$ cat src/hw/rxp_pkg.sv
// Constants and types for the receive-port status and frame-handling register group
package rxp_pkg;
  // Register offsets
  localparam logic [7:0] MAILBOX_A_ADDR = 8'h78;
  localparam logic [7:0] MAILBOX_B_ADDR = 8'h79;
  localparam logic [7:0] ERR_FLAGS_ADDR = 8'h7A;
  localparam logic [7:0] ERR_COUNT_ADDR = 8'h7B;
  localparam logic [7:0] FRAME_CFG_ADDR = 8'h7C;
  // Values after reset, and the tally ceiling
  localparam logic [7:0] MAILBOX_A_RST  = 8'h00;
  localparam logic [7:0] MAILBOX_B_RST  = 8'h01;
  localparam logic [7:0] FRAME_CFG_RST  = 8'h00;
  localparam logic [7:0] COUNT_MAX      = 8'hFF;
  // Flag positions
  localparam int LEN_FLAG_BIT    = 3;
  localparam int CKSUM_FLAG_BIT  = 2;
  localparam int MULTI_FLAG_BIT  = 1;
  localparam int SINGLE_FLAG_BIT = 0;
  // Frame config field positions
  localparam int RED_HI_BIT      = 7;
  localparam int RED_LO_BIT      = 6;
  localparam int PAR_TRUNC_BIT   = 5;
  localparam int LINE_TRUNC_BIT  = 4;
  localparam int FRAME_TRUNC_BIT = 3;
  localparam int LV_INV_BIT      = 1;
  localparam int FV_INV_BIT      = 0;
  // Ten-bit reduction codes
  localparam logic [1:0] RED_NORMAL = 2'h0;
  localparam logic [1:0] RED_UPPER  = 2'h2;
  localparam logic [1:0] RED_LOWER  = 2'h3;
  // Header check column code for each of the 24 header bits
  localparam logic [23:0][5:0] HDR_COL = {
    6'h3B, 6'h37, 6'h2F, 6'h1F, 6'h38, 6'h34, 6'h32, 6'h31,
    6'h2C, 6'h2A, 6'h29, 6'h26, 6'h25, 6'h23, 6'h1C, 6'h1A,
    6'h19, 6'h16, 6'h15, 6'h13, 6'h0E, 6'h0D, 6'h0B, 6'h07};
  typedef enum logic [1:0] {RXP_IDLE, RXP_FWD, RXP_DROP} rxp_frame_t;
endpackage

$ cat src/hw/rxp_port.sv
// Receive-port register group, header check, frame handling and video FIFO
`timescale 1ns/1ps
`default_nettype none

////////////////////////////////////////////////////////////////////////////////
// Video FIFO; count kept in a register so full and empty are exact
module rxp_fifo #(
  parameter int WIDTH = 12,
  parameter int DEPTH = 16,
  parameter int AW    = $clog2(DEPTH)
) (
  input  wire logic             clk,
  input  wire logic             rst_b,
  input  wire logic             in_valid,
  output logic                  in_ready,
  input  wire logic [WIDTH-1:0] in_data,
  output logic                  out_valid,
  input  wire logic             out_ready,
  output logic [WIDTH-1:0]      out_data
);
  typedef struct packed {
    logic [DEPTH-1:0][WIDTH-1:0] mem;
    logic [AW-1:0]               wr;
    logic [AW-1:0]               rd;
    logic [AW:0]                 cnt;
  } rxp_fifo_t;
  rxp_fifo_t st, next_st;
  logic push, pop;

  // Handshakes and storage update
  always_comb begin
    next_st  = st;
    in_ready  = (st.cnt != (AW+1)'(DEPTH));
    out_valid = (st.cnt != '0);
    out_data  = st.mem[st.rd];
    push = in_valid && in_ready;
    pop  = out_valid && out_ready;
    if (push) begin
      next_st.mem[st.wr] = in_data;
      next_st.wr = (st.wr == AW'(DEPTH-1)) ? '0 : st.wr + 1'b1;
    end
    if (pop) begin
      next_st.rd = (st.rd == AW'(DEPTH-1)) ? '0 : st.rd + 1'b1;
    end
    next_st.cnt = st.cnt + (AW+1)'(push) - (AW+1)'(pop);
  end

  always_ff @(posedge clk or negedge rst_b) begin
    if (!rst_b) begin
      st <= '0;
    end else begin
      st <= next_st;
    end
  end
endmodule

////////////////////////////////////////////////////////////////////////////////
// Top of the receive port
module rxp_port #(
  parameter int LEN_W = 16,
  parameter int DEPTH = 16
) (
  input  wire logic        REF_CLK,
  input  wire logic        RST_B,
  input  wire logic [7:0]  REG_ADDR,
  input  wire logic [7:0]  REG_WDATA,
  input  wire logic        REG_WR,
  input  wire logic        REG_RD,
  output logic [7:0]       REG_RDATA,
  input  wire logic        LOCK,
  input  wire logic [1:0]  PASS_THRESHOLD,
  input  wire logic        RAW_MODE,
  input  wire logic        RAW10_MODE,
  input  wire logic        RAW_VALID,
  input  wire logic        RAW_LV,
  input  wire logic        RAW_FV,
  input  wire logic [9:0]  RAW_DATA,
  output logic             RAW_READY,
  input  wire logic        PARITY_ERR,
  input  wire logic        HDR_VALID,
  input  wire logic [23:0] HDR_WORD,
  input  wire logic [5:0]  HDR_ECC,
  input  wire logic        PKT_DONE,
  input  wire logic        PKT_LEN_ERR,
  input  wire logic        PKT_PAYLOAD_CHECK_FAIL_FLAG,
  output logic             HDR_OUT_VALID,
  output logic [23:0]      HDR_OUT,
  output logic             VID_VALID,
  input  wire logic        VID_READY,
  output logic             VID_FV,
  output logic             VID_LV,
  output logic [9:0]       VID_DATA,
  output logic             PORT_PASS
);
  import rxp_pkg::*;

  typedef struct packed {
    logic [7:0]       mbox_a;
    logic [7:0]       mbox_b;
    logic [7:0]       cfg;
    logic [3:0]       flags;
    logic [7:0]       tally;
    logic             pkt_bad;
    logic [7:0]       rdata;
    logic [23:0]      hdr;
    logic             hdr_valid;
    logic             fv_q;
    logic             lv_q;
    logic [LEN_W-1:0] pix;
    logic [LEN_W-1:0] pix_prev;
    logic [LEN_W-1:0] lines;
    logic [LEN_W-1:0] lines_prev;
    logic             have_line;
    logic             have_frame;
    rxp_frame_t       fstate;
    logic             hold;
    logic [1:0]       good;
    logic             pass;
  } rxp_state_t;
  rxp_state_t st, next_st;

  logic [5:0]  syn;
  logic [23:0] fixed;
  logic        hdr_single, hdr_multi, col_hit;
  logic        fv, lv, fv_rise, fv_fall, lv_fall;
  logic        trunc_par, trunc_line, trunc_frame, trunc_any;
  logic [9:0]  pix_out;
  logic        wr_fire, push, fifo_ready;
  logic        pkt_err, rd_flags, rd_tally;

  // Header check: syndrome, single-bit correction, multi-bit detection
  always_comb begin
    syn     = HDR_ECC;
    col_hit = 1'b0;
    fixed   = HDR_WORD;
    for (int i = 0; i < 24; i++) begin
      if (HDR_WORD[i]) begin
        syn = syn ^ HDR_COL[i];
      end
    end
    for (int i = 0; i < 24; i++) begin
      if (syn == HDR_COL[i]) begin
        col_hit  = 1'b1;
        fixed[i] = ~HDR_WORD[i];
      end
    end
    // A lone syndrome bit means the check bits themselves took the hit
    hdr_single = HDR_VALID && (syn != '0) && (col_hit || ($countones(syn) == 1));
    hdr_multi  = HDR_VALID && (syn != '0) && !hdr_single;
  end

  // Polarity, frame edges, reduction and truncation causes
  always_comb begin
    fv = RAW_FV ^ (RAW_MODE && st.cfg[FV_INV_BIT]);
    lv = RAW_LV ^ (RAW_MODE && st.cfg[LV_INV_BIT]);
    fv_rise = fv && !st.fv_q;
    fv_fall = !fv && st.fv_q;
    lv_fall = !lv && st.lv_q && fv;
    // Reserved reduction code behaves as normal packing
    case (st.cfg[RED_HI_BIT:RED_LO_BIT])
      RED_UPPER: pix_out = RAW10_MODE ? {2'h0, RAW_DATA[9:2]} : RAW_DATA;
      RED_LOWER: pix_out = RAW10_MODE ? {2'h0, RAW_DATA[7:0]} : RAW_DATA;
      default:   pix_out = RAW_DATA;
    endcase
    trunc_par  = st.cfg[PAR_TRUNC_BIT] && PARITY_ERR && fv;
    trunc_line = st.cfg[LINE_TRUNC_BIT] && lv_fall && st.have_line
                 && (st.pix != st.pix_prev);
    // Too many lines shows mid-frame, too few at the frame end
    trunc_frame = st.cfg[FRAME_TRUNC_BIT] && st.have_frame
                  && ((lv_fall && (st.lines >= st.lines_prev))
                  || (fv_fall && (st.lines != st.lines_prev)));
    trunc_any = trunc_par || trunc_line || trunc_frame;
    wr_fire   = RAW_VALID && lv && (st.fstate == RXP_FWD) && !trunc_any;
    push      = wr_fire && !st.hold && st.pass;
  end

  // Register access, error capture and frame tracking
  always_comb begin
    next_st = st;
    pkt_err  = PKT_DONE && (PKT_LEN_ERR || PKT_PAYLOAD_CHECK_FAIL_FLAG || st.pkt_bad);
    rd_flags = REG_RD && (REG_ADDR == ERR_FLAGS_ADDR);
    rd_tally = REG_RD && (REG_ADDR == ERR_COUNT_ADDR);
    // Read data; unmapped offsets read as zero
    case (REG_ADDR)
      MAILBOX_A_ADDR: next_st.rdata = st.mbox_a;
      MAILBOX_B_ADDR: next_st.rdata = st.mbox_b;
      ERR_FLAGS_ADDR: next_st.rdata = {4'h0, st.flags};
      ERR_COUNT_ADDR: next_st.rdata = st.tally;
      FRAME_CFG_ADDR: next_st.rdata = st.cfg;
      default:        next_st.rdata = 8'h00;
    endcase
    if (!REG_RD) begin
      next_st.rdata = st.rdata;
    end
    // Writes; mailboxes carry no function of their own
    if (REG_WR && REG_ADDR == MAILBOX_A_ADDR) next_st.mbox_a = REG_WDATA;
    if (REG_WR && REG_ADDR == MAILBOX_B_ADDR) next_st.mbox_b = REG_WDATA;
    if (REG_WR && REG_ADDR == FRAME_CFG_ADDR) next_st.cfg = REG_WDATA;
    // Clear on read first, then new events set, so a same-cycle event survives
    if (rd_flags) next_st.flags = '0;
    next_st.flags[LEN_FLAG_BIT]    = next_st.flags[LEN_FLAG_BIT]
                                     | (PKT_DONE && PKT_LEN_ERR);
    next_st.flags[CKSUM_FLAG_BIT]  = next_st.flags[CKSUM_FLAG_BIT]
                                     | (PKT_DONE && PKT_PAYLOAD_CHECK_FAIL_FLAG);
    next_st.flags[MULTI_FLAG_BIT]  = next_st.flags[MULTI_FLAG_BIT] | hdr_multi;
    next_st.flags[SINGLE_FLAG_BIT] = next_st.flags[SINGLE_FLAG_BIT] | hdr_single;
    // One count per packet, held at the top
    if (rd_tally) next_st.tally = '0;
    if (pkt_err && next_st.tally != COUNT_MAX) begin
      next_st.tally = next_st.tally + 8'h01;
    end
    // A header fault counts against the packet it opens, unless the header arrives with PKT_DONE
    if (PKT_DONE) next_st.pkt_bad = 1'b0;
    if (HDR_VALID && !PKT_DONE) next_st.pkt_bad = hdr_single || hdr_multi;
    next_st.hdr_valid = HDR_VALID && !hdr_multi;
    if (HDR_VALID) next_st.hdr = fixed;
    // Line and frame sizing
    next_st.fv_q = fv;
    next_st.lv_q = lv;
    if (RAW_VALID && lv && fv) next_st.pix = st.pix + 1'b1;
    if (lv_fall) begin
      next_st.pix_prev  = st.pix;
      next_st.have_line = 1'b1;
      next_st.pix       = '0;
      next_st.lines     = st.lines + 1'b1;
    end
    if (fv_rise) begin
      next_st.lines = '0;
      next_st.pix   = '0;
    end
    // Frame state: a truncated frame drops to its end
    case (st.fstate)
      RXP_IDLE: if (fv_rise) next_st.fstate = RXP_FWD;
      RXP_FWD: begin
        if (fv_fall) next_st.fstate = RXP_IDLE;
        else if (trunc_any) next_st.fstate = RXP_DROP;
      end
      RXP_DROP: if (fv_fall) next_st.fstate = RXP_IDLE;
      default:  next_st.fstate = RXP_IDLE;
    endcase
    if (fv_fall) begin
      next_st.lines_prev = st.lines;
      next_st.have_frame = 1'b1;
      if (st.fstate == RXP_FWD && !trunc_any && st.good != 2'h3) begin
        next_st.good = st.good + 2'h1;
      end
    end
    // Pass qualification; a frame-size cut restarts the good-frame count
    if (trunc_frame) begin
      next_st.hold = 1'b1;
      next_st.good = '0;
    end
    if (!LOCK) next_st.good = '0;
    next_st.pass = LOCK && !(trunc_frame && PASS_THRESHOLD != 2'h0)
                   && (PASS_THRESHOLD == 2'h0 || next_st.good >= PASS_THRESHOLD);
    if (st.pass && !trunc_frame) next_st.hold = 1'b0;
  end

  always_ff @(posedge REF_CLK or negedge RST_B) begin
    if (!RST_B) begin
      st        <= '0;
      st.mbox_a <= MAILBOX_A_RST;
      st.mbox_b <= MAILBOX_B_RST;
      st.cfg    <= FRAME_CFG_RST;
      st.fstate <= RXP_IDLE;
    end else begin
      st <= next_st;
    end
  end

  rxp_fifo #(.WIDTH(12), .DEPTH(DEPTH)) u_fifo (
    .clk       (REF_CLK),
    .rst_b     (RST_B),
    .in_valid  (push),
    .in_ready  (fifo_ready),
    .in_data   ({fv, lv, pix_out}),
    .out_valid (VID_VALID),
    .out_ready (VID_READY),
    .out_data  ({VID_FV, VID_LV, VID_DATA})
  );

  // Output drive
  assign RAW_READY     = fifo_ready;
  assign REG_RDATA     = st.rdata;
  assign HDR_OUT_VALID = st.hdr_valid;
  assign HDR_OUT       = st.hdr;
  assign PORT_PASS     = st.pass;
endmodule

`default_nettype wire

$ cat config.mk
export PLATFORM = sky130hd
export DESIGN_NAME = rxp_port
export DESIGN_NICKNAME = d
export VERILOG_FILES = /design/src/hw/rxp_pkg.sv /design/src/hw/rxp_port.sv
export SDC_FILE = /design/constraint.sdc
export NUM_CORES = 1
export LEC_CHECK = 0
export ABC_AREA = 1
export BUFFER_PORTS_ARGS = -buffer_cell sky130_fd_sc_hd__buf_4
export CAP_MARGIN = 40
export CORE_UTILIZATION = 55
export CTS_CLUSTER_SIZE = 25
export DETAILED_ROUTE_END_ITERATION = 12
export PLACE_DENSITY = 0.78
export SLEW_MARGIN = 10
export SYNTH_ARGS = -nofsm -noshare
export SYNTH_HDL_FRONTEND = slang
export SYNTH_HIERARCHICAL = 1
export SYNTH_SLANG_ARGS = --single-unit
export TNS_END_PERCENT = 50
$ cat constraint.sdc
create_clock -name REF_CLK -period 3.86 [get_ports REF_CLK]
set_input_delay 0.386 -clock REF_CLK [delete_from_list [all_inputs] [get_ports REF_CLK]]
set_output_delay 0.386 -clock REF_CLK [all_outputs]
set_load 0.005 [all_outputs]
# Word-level counts from Yosys, hierarchy flattened
# Cells that the tools add are included.
[word_totals]
elab_cells = 330
reg_bits = 349
[op_classes]
n_eq_ne = 44
muxes = 102
magnitude_cmp = 5
addsub = 13
reduce_logical = 72
bitwise = 54
[ops]
columns = ["operator", "n"]
rows = [
  ["$bwmux 192", 1],
  ["$eq 6x6->1 const B", 13],
  ["$mux 6", 13],
  ["$not 3->3", 20],
  ["$mux 1", 51],
  ["$bmux 12 s4", 1],
  ["$demux 12 s4", 1],
  ["$mux 16", 3],
  ["$mux 48", 1],
  ["$logic_and 1x1->1", 44],
  ["$eq 6x5->1 const B", 7],
  ["$eq 8x7->1 const B", 5],
  ["$pmux 8 s5", 1],
  ["$mux 5", 7],
  ["$add 16x1->16 const B", 2],
  ["$ne 16x16->1", 2],
  ["$mux 12", 2],
  ["$mux 4", 6],
  ["$not 1->1", 24],
  ["$mux 10", 2],
  ["$not 5->5", 4],
  ["$pmux 10 s2", 1],
  ["$eq 6x4->1 const B", 3],
  ["$ge 16x16->1", 1],
  ["other kinds (34)", 75],
]

# Logic depth before layout (Yosys ltp)
# Gate-level depths: netlist of run 1.
[depth]
word_depth = 79
depth_mapped = 28
depth_no_buf = 26

# Hierarchy
# The synthesis of run 1 kept the hierarchy.
[by_module_without_submodules]
columns = ["module", "cells_per_inst", "area_each_um2", "seq_area_each_um2", "n_inst"]
rows = [
  ["rxp_fifo", 1322, 10331.2, 5129.9, 1],
  ["rxp_port", 1200, 9061.2, 3604.7, 1],
]

# Worst setup path before layout of run 1
# Ideal clock, no wire load.
[synth_path]
path_kind = "input-to-reg"
from = "input port HDR_WORD[21]"
to = "register st, in the netlist HDR_OUT_VALID"
path_buffers = 1
setup_slack_ns = -0.025
required_ns = 3.747
setup_ns = 0.113
arrival_ns = 3.772
path_stages = 22
path_cell_list = "buf_2 -> xnor2_1 -> xnor2_1 -> xor2_1 -> xor2_1 -> xor2_1 -> inv_1 -> fa_1 -> inv_1 -> fa_1 -> nand3_1 -> inv_1 -> fa_1 -> nor2_1 -> nand3_1 -> o21ai_0 -> nor2_1 -> nand2_1 -> nor2_2 -> nand3_2 -> nand2_1 -> inv_1"
[synth_rtl]
columns = ["item", "line_no", "source"]
rows = [
  ["from (decl)", "rxp_port.sv:81", "input wire logic [23:0] HDR_WORD,"],
  ["to (signal assigned)", "rxp_port.sv:267", "st <= next_st;"],
  ["to (decl)", "rxp_port.sv:120", "rxp_state_t st, next_st;"],
]

==> qor.log, run 1 <==
qor: critical_path.cp_top_family simple AND/OR/NAND/NOR gates
qor: synthesis.yosys-top-cells-area dfrtp_1 45%, nand2_1 16%, inv_1 4.9%, o21ai_0 4.8%, nor2_1 3.6%
qor: sta.timing.final.crit_share 91.9%
qor: clocking.worstSkewPairLatency 540 ps
qor: critical_path.worst_r2r_path_depth 20
qor: synthesis.synth_seq_area_share 45.0%
qor: critical_path.reg2reg_from st[58]$_DFFE_PN0P_
qor: finish.fin_util 62.5%
qor: sta.timing.fmax 0.282 GHz
qor: die.core_area 34600 sq um
qor: power_and_ir_drop.static-leakage-power 10.7 nW
qor: detailed_routing.routed-via-count 16.5k
qor: synthesis.synth_top_area_share 44.9%
qor: synthesis.yosysTopAreaCell dfrtp_1
qor: sta.maxSlewHeadroom 42.8%
qor: power_and_ir_drop.p_seq_share 35.8%
qor: flow_run.maxCapViolCount 0
qor: power_and_ir_drop.p_sw_share 35.4%
qor: placed_design.routabilityCongestion 0.885
qor: finish.num_antenna_cells 0
qor: die.die_y_extent 190 um
qor: min_path.timing.hold.worst.class input pin to flop
qor: die.starting_density_of_the_core 56.0%
qor: die.die_w 190 um
qor: power_and_ir_drop.p_int 7.41 mW
qor: synthesis.netlist_area 19400 sq um
qor: clocking.tritoncts_num_sinks 349
qor: synthesis.synth.most_common_cell nand2_1
qor: sta.setup_viol 0
qor: finish.final_design_area_no_fill 21700 sq um
qor: placed_design.port_buffers 121
qor: min_path.worst_hold_path.endpoint st[107]$_DFFE_PN0P_
qor: synthesis.synth-edff-count 0
qor: sta.totalNegativeSetupSlack 0 ps
qor: sta.hold-worst-slack 35.0 ps
qor: critical_path.critical_path.n_buffers_inverters 4
qor: global_routing.grt_pass1_wl 79400 um
qor: synthesis.synthesis.instances 2522
qor: global_routing.grt_util_all_layers 27.4%
qor: critical_path.timing.critical_path.to_type flop
qor: synthesis.yosysWarnings 6
qor: sta.worst_slew_pin_slew 858 ps
qor: finish.fillerInstances 2997
qor: synthesis.postSynth.asyncResetShare 100%
qor: power_and_ir_drop.fin_total_pwr 11.5 mW
qor: die.ios 122
qor: critical_path.crit_path_cell_trace xor2_1 > nor2_1 > nand4_1 > nor4_2 > a21oi_1 > nor2_1 > nand2_1 > nor3_4 > nand2_4 > ha_1 > inv_1 > ha_1 > inv_1 > fa_2 > inv_1 > nand2_1 > a21oi_2 > inv_1 > nand3b_1 > nand2_1
qor: detailed_routing.remaining_drc_errors 0
qor: clocking.max_buffers_root_to_sink 3
qor: finish.fraction_of_layout_cells_with_a_size_suffix_above_1 12.7%
qor: clocking.clock_tree.root_cell clkbuf_16
qor: status.run_status finished, final reports clean
qor: sta.max_slew_vio_count 0
qor: global_routing.grt_max_degree 109
qor: power_and_ir_drop.switching_power 4.07 mW
qor: power_and_ir_drop.comb_power_share 31.3%
qor: critical_path.cp.arrival 3980 ps
qor: detailed_routing.antenna_violating_nets_post_route 0
qor: synthesis.yosysUniqueCellTypes 54
qor: critical_path.crit_fanout 7
qor: finish.multiInputGateArea 8740 sq um
qor: detailed_routing.dr.pass1.iters 5
qor: die.num_rows 68
qor: detailed_routing.finalWirelength 48200 um
qor: finish.layout.cells.non_filler 3071
qor: placed_design.place_ws -201 ps
qor: power_and_ir_drop.powerDensity 530 nW/um^2
qor: clocking.cts-buffers-inserted 39
qor: global_routing.grt_antenna_before_repair 0
qor: power_and_ir_drop.vdd_ir_drop_max 0.000361 V
qor: placed_design.dp_cells 2996
qor: global_routing.gr-total-overflow 0
qor: critical_path.worst_path_largest_cell_delay 450 ps
qor: clocking.htree_num_levels 2
qor: critical_path.timing.critical_path.from_type flop
qor: clocking.clock_transition_time_at_the_flip_flop_clock_pins_of_the_worst_setup_and_hold_paths 60 ps
qor: synthesis.synth_area_per_cell 7.69 sq um
qor: critical_path.r2r-end u_fifo/st[4]$_DFF_PN0_
qor: finish.seq_area 8740 sq um
qor: finish.area.growth.synth_to_final 11.7%
qor: clocking.tritoncts done
qor: sta.rsz0062_at_grt no
qor: critical_path.worst_path_most_repeated_cell inv_1
qor: sta.fin_crit 3550 ps
qor: critical_path.cp_slowest_cell dfrtp_1
qor: global_routing.number_of_global_route_vias_before_repair 15.8k
qor: critical_path.critical_path_required 4290 ps
qor: finish.design.final.nets 2700
qor: synthesis.post_synth_most_frequent_cells 831 x nand2_1, 348 x dfrtp_1, 254 x inv_1
qor: sta.clock_skew 28.7 ps
qor: synthesis.synth_net_count 2637
qor: synthesis.synth_seq_cells 349
qor: die.floorplan.die_area 36000 sq um
qor: placed_design.dp_hpwl 32600 um
qor: synthesis.synth_flop_cell dfrtp_1
qor: detailed_routing.drt_iter0_markers 1397
qor: sta.final-hold-violation-count 0
qor: min_path.hold_path_depth 2
qor: min_path.worstHoldStart PKT_DONE
qor: detailed_routing.post_drt_wl_per_cell 15.7 um
qor: critical_path.timing.reg2reg.setup_slack 310 ps
qor: placed_design.postPlaceCellArea 20300 sq um
qor: critical_path.timing.setup.critical_path_class flop to flop
qor: sta.setup_slack 312 ps
qor: power_and_ir_drop.power.clock.fraction 32.9%
qor: detailed_routing.post_drt_via_cell_ratio 5.36
==> final cells by class <==
class	count	share of cell area, %
multi-input combinational	1759	40.3
sequential	349	40.4
timing repair buffer	164	5.89
tap	455	2.63
inverter	272	4.73
clock inverter	16	0.826
clock buffer	56	5.22
==> flip-flops by register name (all words and copies together), names as in the netlist <==
name           cells
u_fifo/st        205
REG_RDATA          8
st               110
PORT_PASS          1
HDR_OUT           24
HDR_OUT_VALID      1
==> per-layer routing <==
layer / wire length, um / track usage [%] / part of all wire [%]
met2: 22600 / 44.8 / 47
met5: 0 / 0 / 0
met1: 21000 / 37.3 / 44
met4: 1610 / 10.0 / 3.3
met3: 3020 / 3.60 / 6.3
==> placed cells by master, fill, tap and decap left out, drive strengths merged, types with 2 or more instances in the layout <==
master and n:
a21oi 54, a221oi 5, a31oi 7, buf 162
bufinv 3, clkbuf 57, clkinv 10, dfrtp 348
fa 4, ha 37, inv 274, mux2 5
nand2 845, nand3 161, nand3b 5, nand4 16
nor2 197, nor3 22, nor4 6, o2111ai 2
o21a 3, o21ai 291, o22ai 4, or2 6
xnor2 24, xor2 58
==> how the worst max path moves through the flow <==
stage	startpoint	to	slack [ps]	cells after the start
after floorplan	HDR_WORD[21]	HDR_OUT_VALID$_DFF_PN0_	20	22
after global placement	HDR_WORD[7]	HDR_OUT_VALID$_DFF_PN0_	-170	22
after detailed placement	HDR_WORD[7]	HDR_OUT_VALID$_DFF_PN0_	-200	22
after CTS	st[58]$_DFFE_PN0P_	u_fifo/st[4]$_DFF_PN0_	130	20
after global routing	st[27]$_DFFE_PN0P_	u_fifo/st[4]$_DFF_PN0_	40	23
final	st[58]$_DFFE_PN0P_	u_fifo/st[4]$_DFF_PN0_	310	20
==> power by group through the flow <==
stage               clock, mW  combinational, mW  sequential, mW
floorplan                   0               2.41            4.08
global placement            0               3.45            4.16
detailed placement          0               3.53            4.16
CTS                      3.83               3.55            4.10
global route             3.97               4.00            4.14
finish                   3.78               3.59            4.11
==> what timing repair did <==
action	4_1_cts	5_1_grt
setup buffers	0	1
hold endpoints to repair	90	0
endpoints found under the setup margin	0	1
gates resized for setup	0	9
hold buffers	1	0
==> cell families after synthesis <==
group | after synthesis | share of synthesized area (%)
AND/OR/NAND/NOR | 1260 | 27.9
buffers and inverters | 414 | 10.2
AO/OA/AOI/OAI | 371 | 10.1
flip-flops | 349 | 45.0
XOR/XNOR | 82 | 3.74
adder cells (fa/ha/maj) | 41 | 2.80
multiplexers | 5 | 0.290
==> worst register-to-register path, cell delays in order, from the launching register on <==
cell	delay [ps]
dfrtp_1	450
xor2_1	170
nor2_1	110
nand4_1	130
nor4_2	260
a21oi_1	170
nor2_1	240
nand2_1	150
nor3_4	340
nand2_4	120
ha_1	310
inv_1	50
ha_1	150
inv_1	60
fa_2	350
inv_1	60
nand2_1	50
a21oi_2	130
inv_1	50
nand3b_1	70
nand2_1	50
(Power assumes the default switching activity.)
==> run 2: changes to the inputs <==
CORE_UTILIZATION = 45   (was 55)
PLACE_DENSITY = 0.67   (was 0.78)
SYNTH_HIERARCHICAL = unset   (was 1)
==> qor.log, run 2 <==
qor: clocking.postCtsSetupRepairBufs 0 [unchanged]
qor: critical_path.timing.critical_path.from_type input pin
qor: detailed_routing.post_drt_wl_per_cell 16.8 um [+6.9%]
qor: finish.largest_register u_fifo.st
qor: synthesis.synthesis.instances 2472 [-2.0%]
qor: finish.area.growth.synth_to_final 14.2%
qor: synthesis.yosysUniqueCellTypes 54 [unchanged]
qor: finish.fin_util 52.1% [-10 points]
qor: finish.fraction_of_layout_cells_with_a_size_suffix_above_1 13.0% [+0.39 points]
qor: critical_path.cp.arrival 3900 ps [-80 ps]
qor: critical_path.crit_path_cell_trace buf_4 > inv_1 > nand2_1 > nand2_1 > xor2_1 > xor2_1 > xor2_1 > xor2_1 > inv_1 > fa_1 > inv_1 > fa_1 > nand2_1 > inv_1 > fa_1 > nor2_1 > nand3_1 > o21ai_0 > nor2_1 > nand2_1 > nor2_2 > nand3_1 > nand2_1 > inv_1
qor: detailed_routing.routed-via-count 16.8k [+2.3%]
qor: critical_path.timing.setup.critical_path_class input pin to flop
qor: finish.num_antenna_cells 0 [unchanged]
qor: synthesis.yosysWarnings 0 [-6]
qor: die.ios 122 [unchanged]
qor: clocking.cts-buffers-inserted 39 [unchanged]
qor: placed_design.port_buffers 121 [unchanged]
qor: global_routing.grt_util_all_layers 24.4% [-2.9 points]
qor: die.num_rows 75 [+10%]
qor: power_and_ir_drop.fin_total_pwr 11.9 mW [+4.0%]
qor: finish.multiInputGateArea 8670 sq um [-0.82%]
qor: placed_design.place_ws -177 ps [+23.9 ps]
qor: sta.maxSlewHeadroom 38.7% [-4.1 points]
qor: die.die_w 208 um [+9.7%]
qor: finish.largest_register_ff_count 205 [unchanged]
qor: sta.setup_viol 0 [unchanged]
qor: detailed_routing.drt_iter0_markers 1583 [+13%]
qor: sta.rsz0062_at_grt no
qor: global_routing.gr-total-overflow 0 [unchanged]
qor: min_path.timing.hold.worst.class input pin to flop
qor: sta.fin_crit 3450 ps [-99.4 ps]
qor: finish.design.final.nets 2676 [-0.89%]
qor: synthesis.synth_flop_cell dfrtp_1
qor: clocking.clock_transition_time_at_the_flip_flop_clock_pins_of_the_worst_setup_and_hold_paths 60 ps [about the same]
qor: die.floorplan.die_area 43400 sq um [+20%]
qor: clocking.postCtsResizedCells 0 [unchanged]
qor: sta.timing.final.crit_share 89.3% [-2.6 points]
qor: finish.layout.cells.most_common nand2_1
qor: synthesis.synth_seq_cells 349 [unchanged]
qor: detailed_routing.finalWirelength 52500 um [+9.0%]
qor: global_routing.grt_antenna_before_repair 2 [+2]
qor: sta.max_slew_vio_count 0 [unchanged]
qor: synthesis.synth_seq_area_share 45.6% [+0.59 points]
qor: critical_path.cp_slowest_cell fa_1
qor: placed_design.dp_cells 3057 [+2.0%]
qor: synthesis.postSynth.asyncResetShare 100% [unchanged]
qor: detailed_routing.antenna_violating_nets_post_route 0 [unchanged]
qor: flow_run.maxCapViolCount 0 [unchanged]
qor: critical_path.crit_fanout 4 [-3]
qor: global_routing.grt_max_degree 92 [-16%]
qor: power_and_ir_drop.powerDensity 546 nW/um^2 [+3.0%]
qor: die.starting_density_of_the_core 45.6% [-10 points]
qor: placed_design.dp_hpwl 35800 um [+10%]
qor: finish.layout.cells.non_filler 3130 [+1.9%]
qor: synthesis.synth_top_area_share 45.5% [+0.58 points]
qor: synthesis.yosysTopAreaCell dfrtp_1
qor: clocking.worstSkewPairLatency 560 ps [+20 ps]
qor: clocking.htree_num_levels 2 [unchanged]
qor: clocking.tritoncts_num_sinks 349 [unchanged]
qor: finish.fillerInstances 3932 [+31%]
qor: die.die_y_extent 208 um [+9.7%]
qor: sta.clock_skew 15.7 ps [-13.0 ps]
qor: clocking.max_buffers_root_to_sink 3 [unchanged]
qor: placed_design.routabilityCongestion 0.868 [-2.0%]
qor: global_routing.number_of_global_route_vias_before_repair 16.3k [+3.4%]
qor: critical_path.timing.critical_path.to_type flop
qor: detailed_routing.dr.pass1.iters 5 [unchanged]
qor: placed_design.postPlaceCellArea 20500 sq um [+1.1%]
qor: synthesis.synth_net_count 2587 [-1.9%]
qor: sta.final-hold-violation-count 0 [unchanged]
qor: clocking.tritoncts done
qor: die.core_area 41900 sq um [+21%]
qor: synthesis.synth.most_common_cell nand2_1
qor: status.run_status finished, final reports clean
qor: global_routing.grt_pass1_wl 85500 um [+7.8%]
qor: synthesis.netlist_area 19100 sq um [-1.3%]
qor: power_and_ir_drop.vdd_ir_drop_max 0.000336 V [-6.8%]
qor: synthesis.yosys-top-cells-area dfrtp_1 45%, nand2_1 15%, nand3_1 6.4%, o21ai_0 5.0%, inv_1 4.0%
qor: finish.seq_area 8740 sq um [about the same]
qor: sta.worst_slew_pin_slew 916 ps [+57.7 ps]
qor: sta.timing.fmax 0.290 GHz [+2.9%]
qor: finish.final_design_area_no_fill 21900 sq um [+0.92%]
qor: finish.layout.cells.most_common_list 773 x nand2_1, 347 x dfrtp_1, 245 x nand3_1
qor: synthesis.post_synth_most_frequent_cells 773 x nand2_1, 348 x dfrtp_1, 245 x nand3_1
qor: sta.totalNegativeSetupSlack 0 ps [unchanged]
qor: clocking.clock_tree.root_cell clkbuf_16
qor: sta.hold-worst-slack 40.6 ps [+5.56 ps]
qor: power_and_ir_drop.static-leakage-power 11.3 nW [+5.7%]
qor: sta.setup_slack 411 ps [+99.4 ps]
qor: critical_path.worst_path_largest_cell_delay 540 ps [+90 ps]
qor: synthesis.synth-edff-count 0 [unchanged]
qor: synthesis.synth_area_per_cell 7.74 sq um [+0.71%]
qor: critical_path.critical_path_required 4310 ps [+20 ps]
qor: detailed_routing.remaining_drc_errors 0 [unchanged]
qor: detailed_routing.post_drt_via_cell_ratio 5.38 [+0.33%]
## run 2: cell count changes in the layout (fill, tap and decap cells not counted), sizes merged, moves of 23 or more
cell,change
a21oi,+23
buf,+36
inv,-47
nand2,-49
nand3,+87
nor2,-29
o21ai,-95
## run 2: repair_timing
action                                  in CTS  in global routing
hold buffers                                 2                  0
endpoints found under the setup margin       0                  0
hold endpoints to repair                    87                  0
## run 2: metal layers
metal | up-vias | part of all wire [%] | global-route usage (%)
met3 | 89 | 7.9 | 4.85
li1 | 8108 | - | -
met5 | - | 0.025 | 0
met2 | 580 | 46 | 38.8
met1 | 8054 | 43 | 33.4
met4 | 2 | 2.7 | 8.15
## run 2: final cells by class
| type | count | area share [%] |
|---|---|---|
| tap | 539 | 3.09 |
| clock buffer | 57 | 5.32 |
| multi-input combinational | 1741 | 39.6 |
| timing repair buffer | 200 | 7.21 |
| sequential | 349 | 40.0 |
| inverter | 230 | 4.00 |
| clock inverter | 14 | 0.767 |
## run 2: worst max-delay path, delay by kind of cell
kind,cells,cell delay (ps)
AND/OR/NAND/NOR,10,800
buffers and inverters,6,430
adder cells (fa/ha/maj),3,1470
AO/OA/AOI/OAI,1,90
XOR/XNOR,4,730
## run 2: cells by family after synthesis
kind of cell	count (synthesis)	synth area share, %
AND/OR/NAND/NOR	1268	28.2
buffers and inverters	382	9.16
flip-flops	349	45.6
AO/OA/AOI/OAI	345	10.1
XOR/XNOR	81	3.71
adder cells (fa/ha/maj)	41	2.84
multiplexers	6	0.346
## run 2: report_power, final
group,internal [mW],switching (mW),leakage (nW)
Sequential,3.93,0.215,4.62
Combinational,1.38,2.59,5.98
Clock,2.25,1.57,0.661
Total,7.55,4.38,11.3
## run 2: worst paths after layout
kind,slack (ps),start,depth (start not counted),to
min reg2reg,450,u_fifo.st[167]$_DFFE_PN0P_,2,u_fifo.st[167]$_DFFE_PN0P_
max,410,HDR_WORD[4],24,HDR_OUT_VALID$_DFF_PN0_
min,40,HDR_VALID,3,HDR_OUT_VALID$_DFF_PN0_
max reg2reg,670,st[35]$_DFFE_PN0P_,16,u_fifo.st[4]$_DFF_PN0_
max in group asynchronous,2470,RST_B,3,u_fifo.st[186]$_DFFE_PN0P_
min in group asynchronous,460,RST_B,2,st[19]$_DFFE_PN0P_
==> run 3: changes to the inputs <==
REMOVE_ABC_BUFFERS = 1   (was unset)
clock period = 4 ns   (was 3.86 ns; I/O delays follow)
==> qor.log, run 3 (synthesized netlist as in run 2, its figures left out) <==
qor: status.run_status finished, final reports clean
qor: die.ios 122 [unchanged]
qor: global_routing.grt_pass1_wl 84500 um [-1.2%]
qor: detailed_routing.routed-via-count 16.7k [-1.0%]
qor: global_routing.grt_max_degree 98 [+6.5%]
qor: sta.timing.fmax 0.283 GHz
qor: detailed_routing.finalWirelength 51700 um [-1.5%]
qor: critical_path.crit_fanout 3 [-1]
qor: finish.layout.cells.non_filler 3110 [-0.64%]
qor: power_and_ir_drop.vdd_ir_drop_max 0.000270 V [-20%]
qor: critical_path.timing.setup.critical_path_class input pin to flop
qor: finish.fillerInstances 3940 [+0.20%]
qor: power_and_ir_drop.powerDensity 541 nW/um^2 [-0.83%]
qor: clocking.worstSkewPairLatency 580 ps [+20 ps]
qor: finish.largest_register u_fifo.st
qor: critical_path.cp.arrival 3980 ps [+80 ps]
qor: critical_path.critical_path_required 4450 ps [+140 ps]
qor: finish.fin_util 51.9% [-0.16 points]
qor: min_path.hold_path_depth 2 [-1]
qor: finish.fraction_of_layout_cells_with_a_size_suffix_above_1 12.3% [-0.75 points]
qor: die.die_y_extent 208 um [unchanged]
qor: clocking.postCtsResizedCells 0 [unchanged]
qor: finish.area.growth.synth_to_final 13.8%
qor: finish.num_antenna_cells 0 [unchanged]
qor: sta.setup_viol 0 [unchanged]
qor: die.floorplan.die_area 43400 sq um [unchanged]
qor: die.core_area 41900 sq um [unchanged]
qor: finish.largest_register_ff_count 205 [unchanged]
qor: critical_path.crit_path_cell_trace buf_4 > inv_1 > nand2_1 > nand2_1 > xor2_1 > xor2_1 > xor2_1 > xor2_1 > inv_1 > fa_1 > inv_1 > fa_1 > nand2_1 > inv_1 > fa_1 > nor2_1 > nand3_1 > o21ai_0 > nor2_1 > nand2_1 > nor2_2 > nand3_1 > nand2_1 > inv_1
qor: clocking.postCtsSetupRepairBufs 0 [unchanged]
qor: detailed_routing.dr.pass1.iters 5 [unchanged]
qor: clocking.clock_transition_time_at_the_flip_flop_clock_pins_of_the_worst_setup_and_hold_paths 60 ps [about the same]
qor: placed_design.postPlaceCellArea 20300 sq um [-0.96%]
qor: placed_design.dp_cells 3035 [-0.72%]
qor: critical_path.timing.critical_path.from_type input pin
qor: placed_design.port_buffers 121 [unchanged]
qor: detailed_routing.drt_iter0_markers 1296 [-18%]
qor: global_routing.grt_antenna_before_repair 0 [-2]
qor: power_and_ir_drop.static-leakage-power 11.2 nW [-0.58%]
qor: sta.maxSlewHeadroom 39.1% [+0.36 points]
qor: global_routing.grt_util_all_layers 24.1% [-0.35 points]
qor: finish.final_design_area_no_fill 21800 sq um [-0.31%]
qor: sta.clock_skew 31.1 ps [+15.4 ps]
qor: finish.design.final.nets 2655 [-0.78%]
qor: critical_path.worst_path_largest_cell_delay 530 ps [about the same]
qor: die.starting_density_of_the_core 45.6% [unchanged]
qor: sta.fin_crit 3530 ps
qor: clocking.max_buffers_root_to_sink 3 [unchanged]
qor: placed_design.dp_hpwl 35500 um [-1.0%]
qor: global_routing.number_of_global_route_vias_before_repair 16.0k [-1.9%]
qor: critical_path.cp_slowest_cell fa_1
qor: clocking.cts_hold_buf 2 [unchanged]
qor: detailed_routing.remaining_drc_errors 0 [unchanged]
qor: global_routing.gr-total-overflow 0 [unchanged]
qor: die.num_rows 75 [unchanged]
qor: critical_path.crit_cells 24 [unchanged]
qor: min_path.timing.hold.worst.class input pin to flop
qor: flow_run.maxCapViolCount 0 [unchanged]
qor: finish.layout.cells.most_common_list 773 x nand2_1, 347 x dfrtp_1, 245 x nand3_1
qor: sta.timing.final.crit_share 88.2%
qor: clocking.tritoncts done
qor: clocking.htree_num_levels 2 [unchanged]
qor: finish.layout.cells.most_common nand2_1
qor: detailed_routing.antenna_violating_nets_post_route 0 [unchanged]
qor: clocking.clock_tree.root_cell clkbuf_16
qor: critical_path.timing.critical_path.to_type flop
qor: die.die_w 208 um [unchanged]
qor: detailed_routing.post_drt_via_cell_ratio 5.36 [-0.41%]
qor: critical_path.cp_top_family adder cells
qor: sta.final-hold-violation-count 0 [unchanged]
qor: placed_design.routabilityCongestion 0.866 [-0.16%]
qor: clocking.tritoncts_num_sinks 349 [unchanged]
qor: critical_path.worst_r2r_path_depth 15 [-1]
qor: clocking.cts-buffers-inserted 40 [+2.6%]
qor: sta.worst_slew_pin_slew 914 ps [-2.07 ps]
qor: detailed_routing.post_drt_wl_per_cell 16.6 um [-0.90%]
qor: critical_path.critical_path.n_buffers_inverters 6 [unchanged]
qor: sta.max_slew_vio_count 0 [unchanged]
qor: sta.rsz0062_at_grt no
[run 3: cell count changes in the layout (fill, tap and decap cells not counted), sizes merged]
cell      before  now
clkbuf        57   58
clkinv        15    8
bufinv         2    6
buf          198  176
inv          227  230
clkinvlp       0    1
[run 3: routing by layer]
metal  vias to the layer above  GRT usage [%]  wire length (um)
li1                       8068              -                 -
met2                       561           38.7             23800
met3                        89           4.85              3450
met4                         0           7.41              1370
met5                         -              0                 0
met1                      7939           32.8             23100
[run 3: report_power, final]
group	internal, mW	switching [mW]	leakage [nW]
Clock	2.48	1.55	0.715
Sequential	3.79	0.234	4.62
Combinational	1.30	2.44	5.86
[run 3: worst reg2reg max path: stages, from the launching register on]
cell      delay [ps]
dfrtp_1          390
inv_1            120
o21bai_2          90
nand2_4          270
inv_4             90
nand3_4          280
inv_4            130
nand4_2          130
nand3_2           90
a21oi_4          200
nand2_4          130
inv_4            110
buf_4            520
nand2_1          500
nand2_1          150
o21ai_0           90
[run 3: layout make-up]
class                   count  area (sq um)  share of cell area, %
multi-input cells        1741          8660                   39.7
clock buffers              58          1190                   5.46
inverters                 230           873                   4.01
well taps                 539           674                   3.10
repair buffers            178          1390                   6.36
clock inverters            15           269                   1.23
flip-flops and latches    349          8740                   40.1
[run 3: through the flow]
stage | TNS [ps] | worst slack, ps | hold slack, ps | power, mW
3_5_place_dp | -197 | -104 | 441 | 7.78
3_3_place_gp | -11.1 | -11.1 | 432 | 7.71
4_1_cts | 0 | 485 | 23.7 | 11.9
5_1_grt | 0 | 190 | 24.2 | 12.5
6_report | 0 | 471 | 45.7 | 11.8
2_1_floorplan | -11070 | -867 | 104 | 6.19
[run 3: final timing paths]
path                                             from                          to  slack, ps
max reg2reg                       st[120]$_DFFE_PN0P_   u_fifo.st[36]$_DFFE_PN0P_        570
min                                 PASS_THRESHOLD[0]         PORT_PASS$_DFF_PN0_         50
max in group asynchronous                       RST_B   u_fifo.st[25]$_DFFE_PN0P_       2390
max                                       HDR_WORD[4]     HDR_OUT_VALID$_DFF_PN0_        470
min in group asynchronous                       RST_B  u_fifo.st[146]$_DFFE_PN0P_        460
min reg2reg                u_fifo.st[167]$_DFFE_PN0P_  u_fifo.st[167]$_DFFE_PN0P_        450
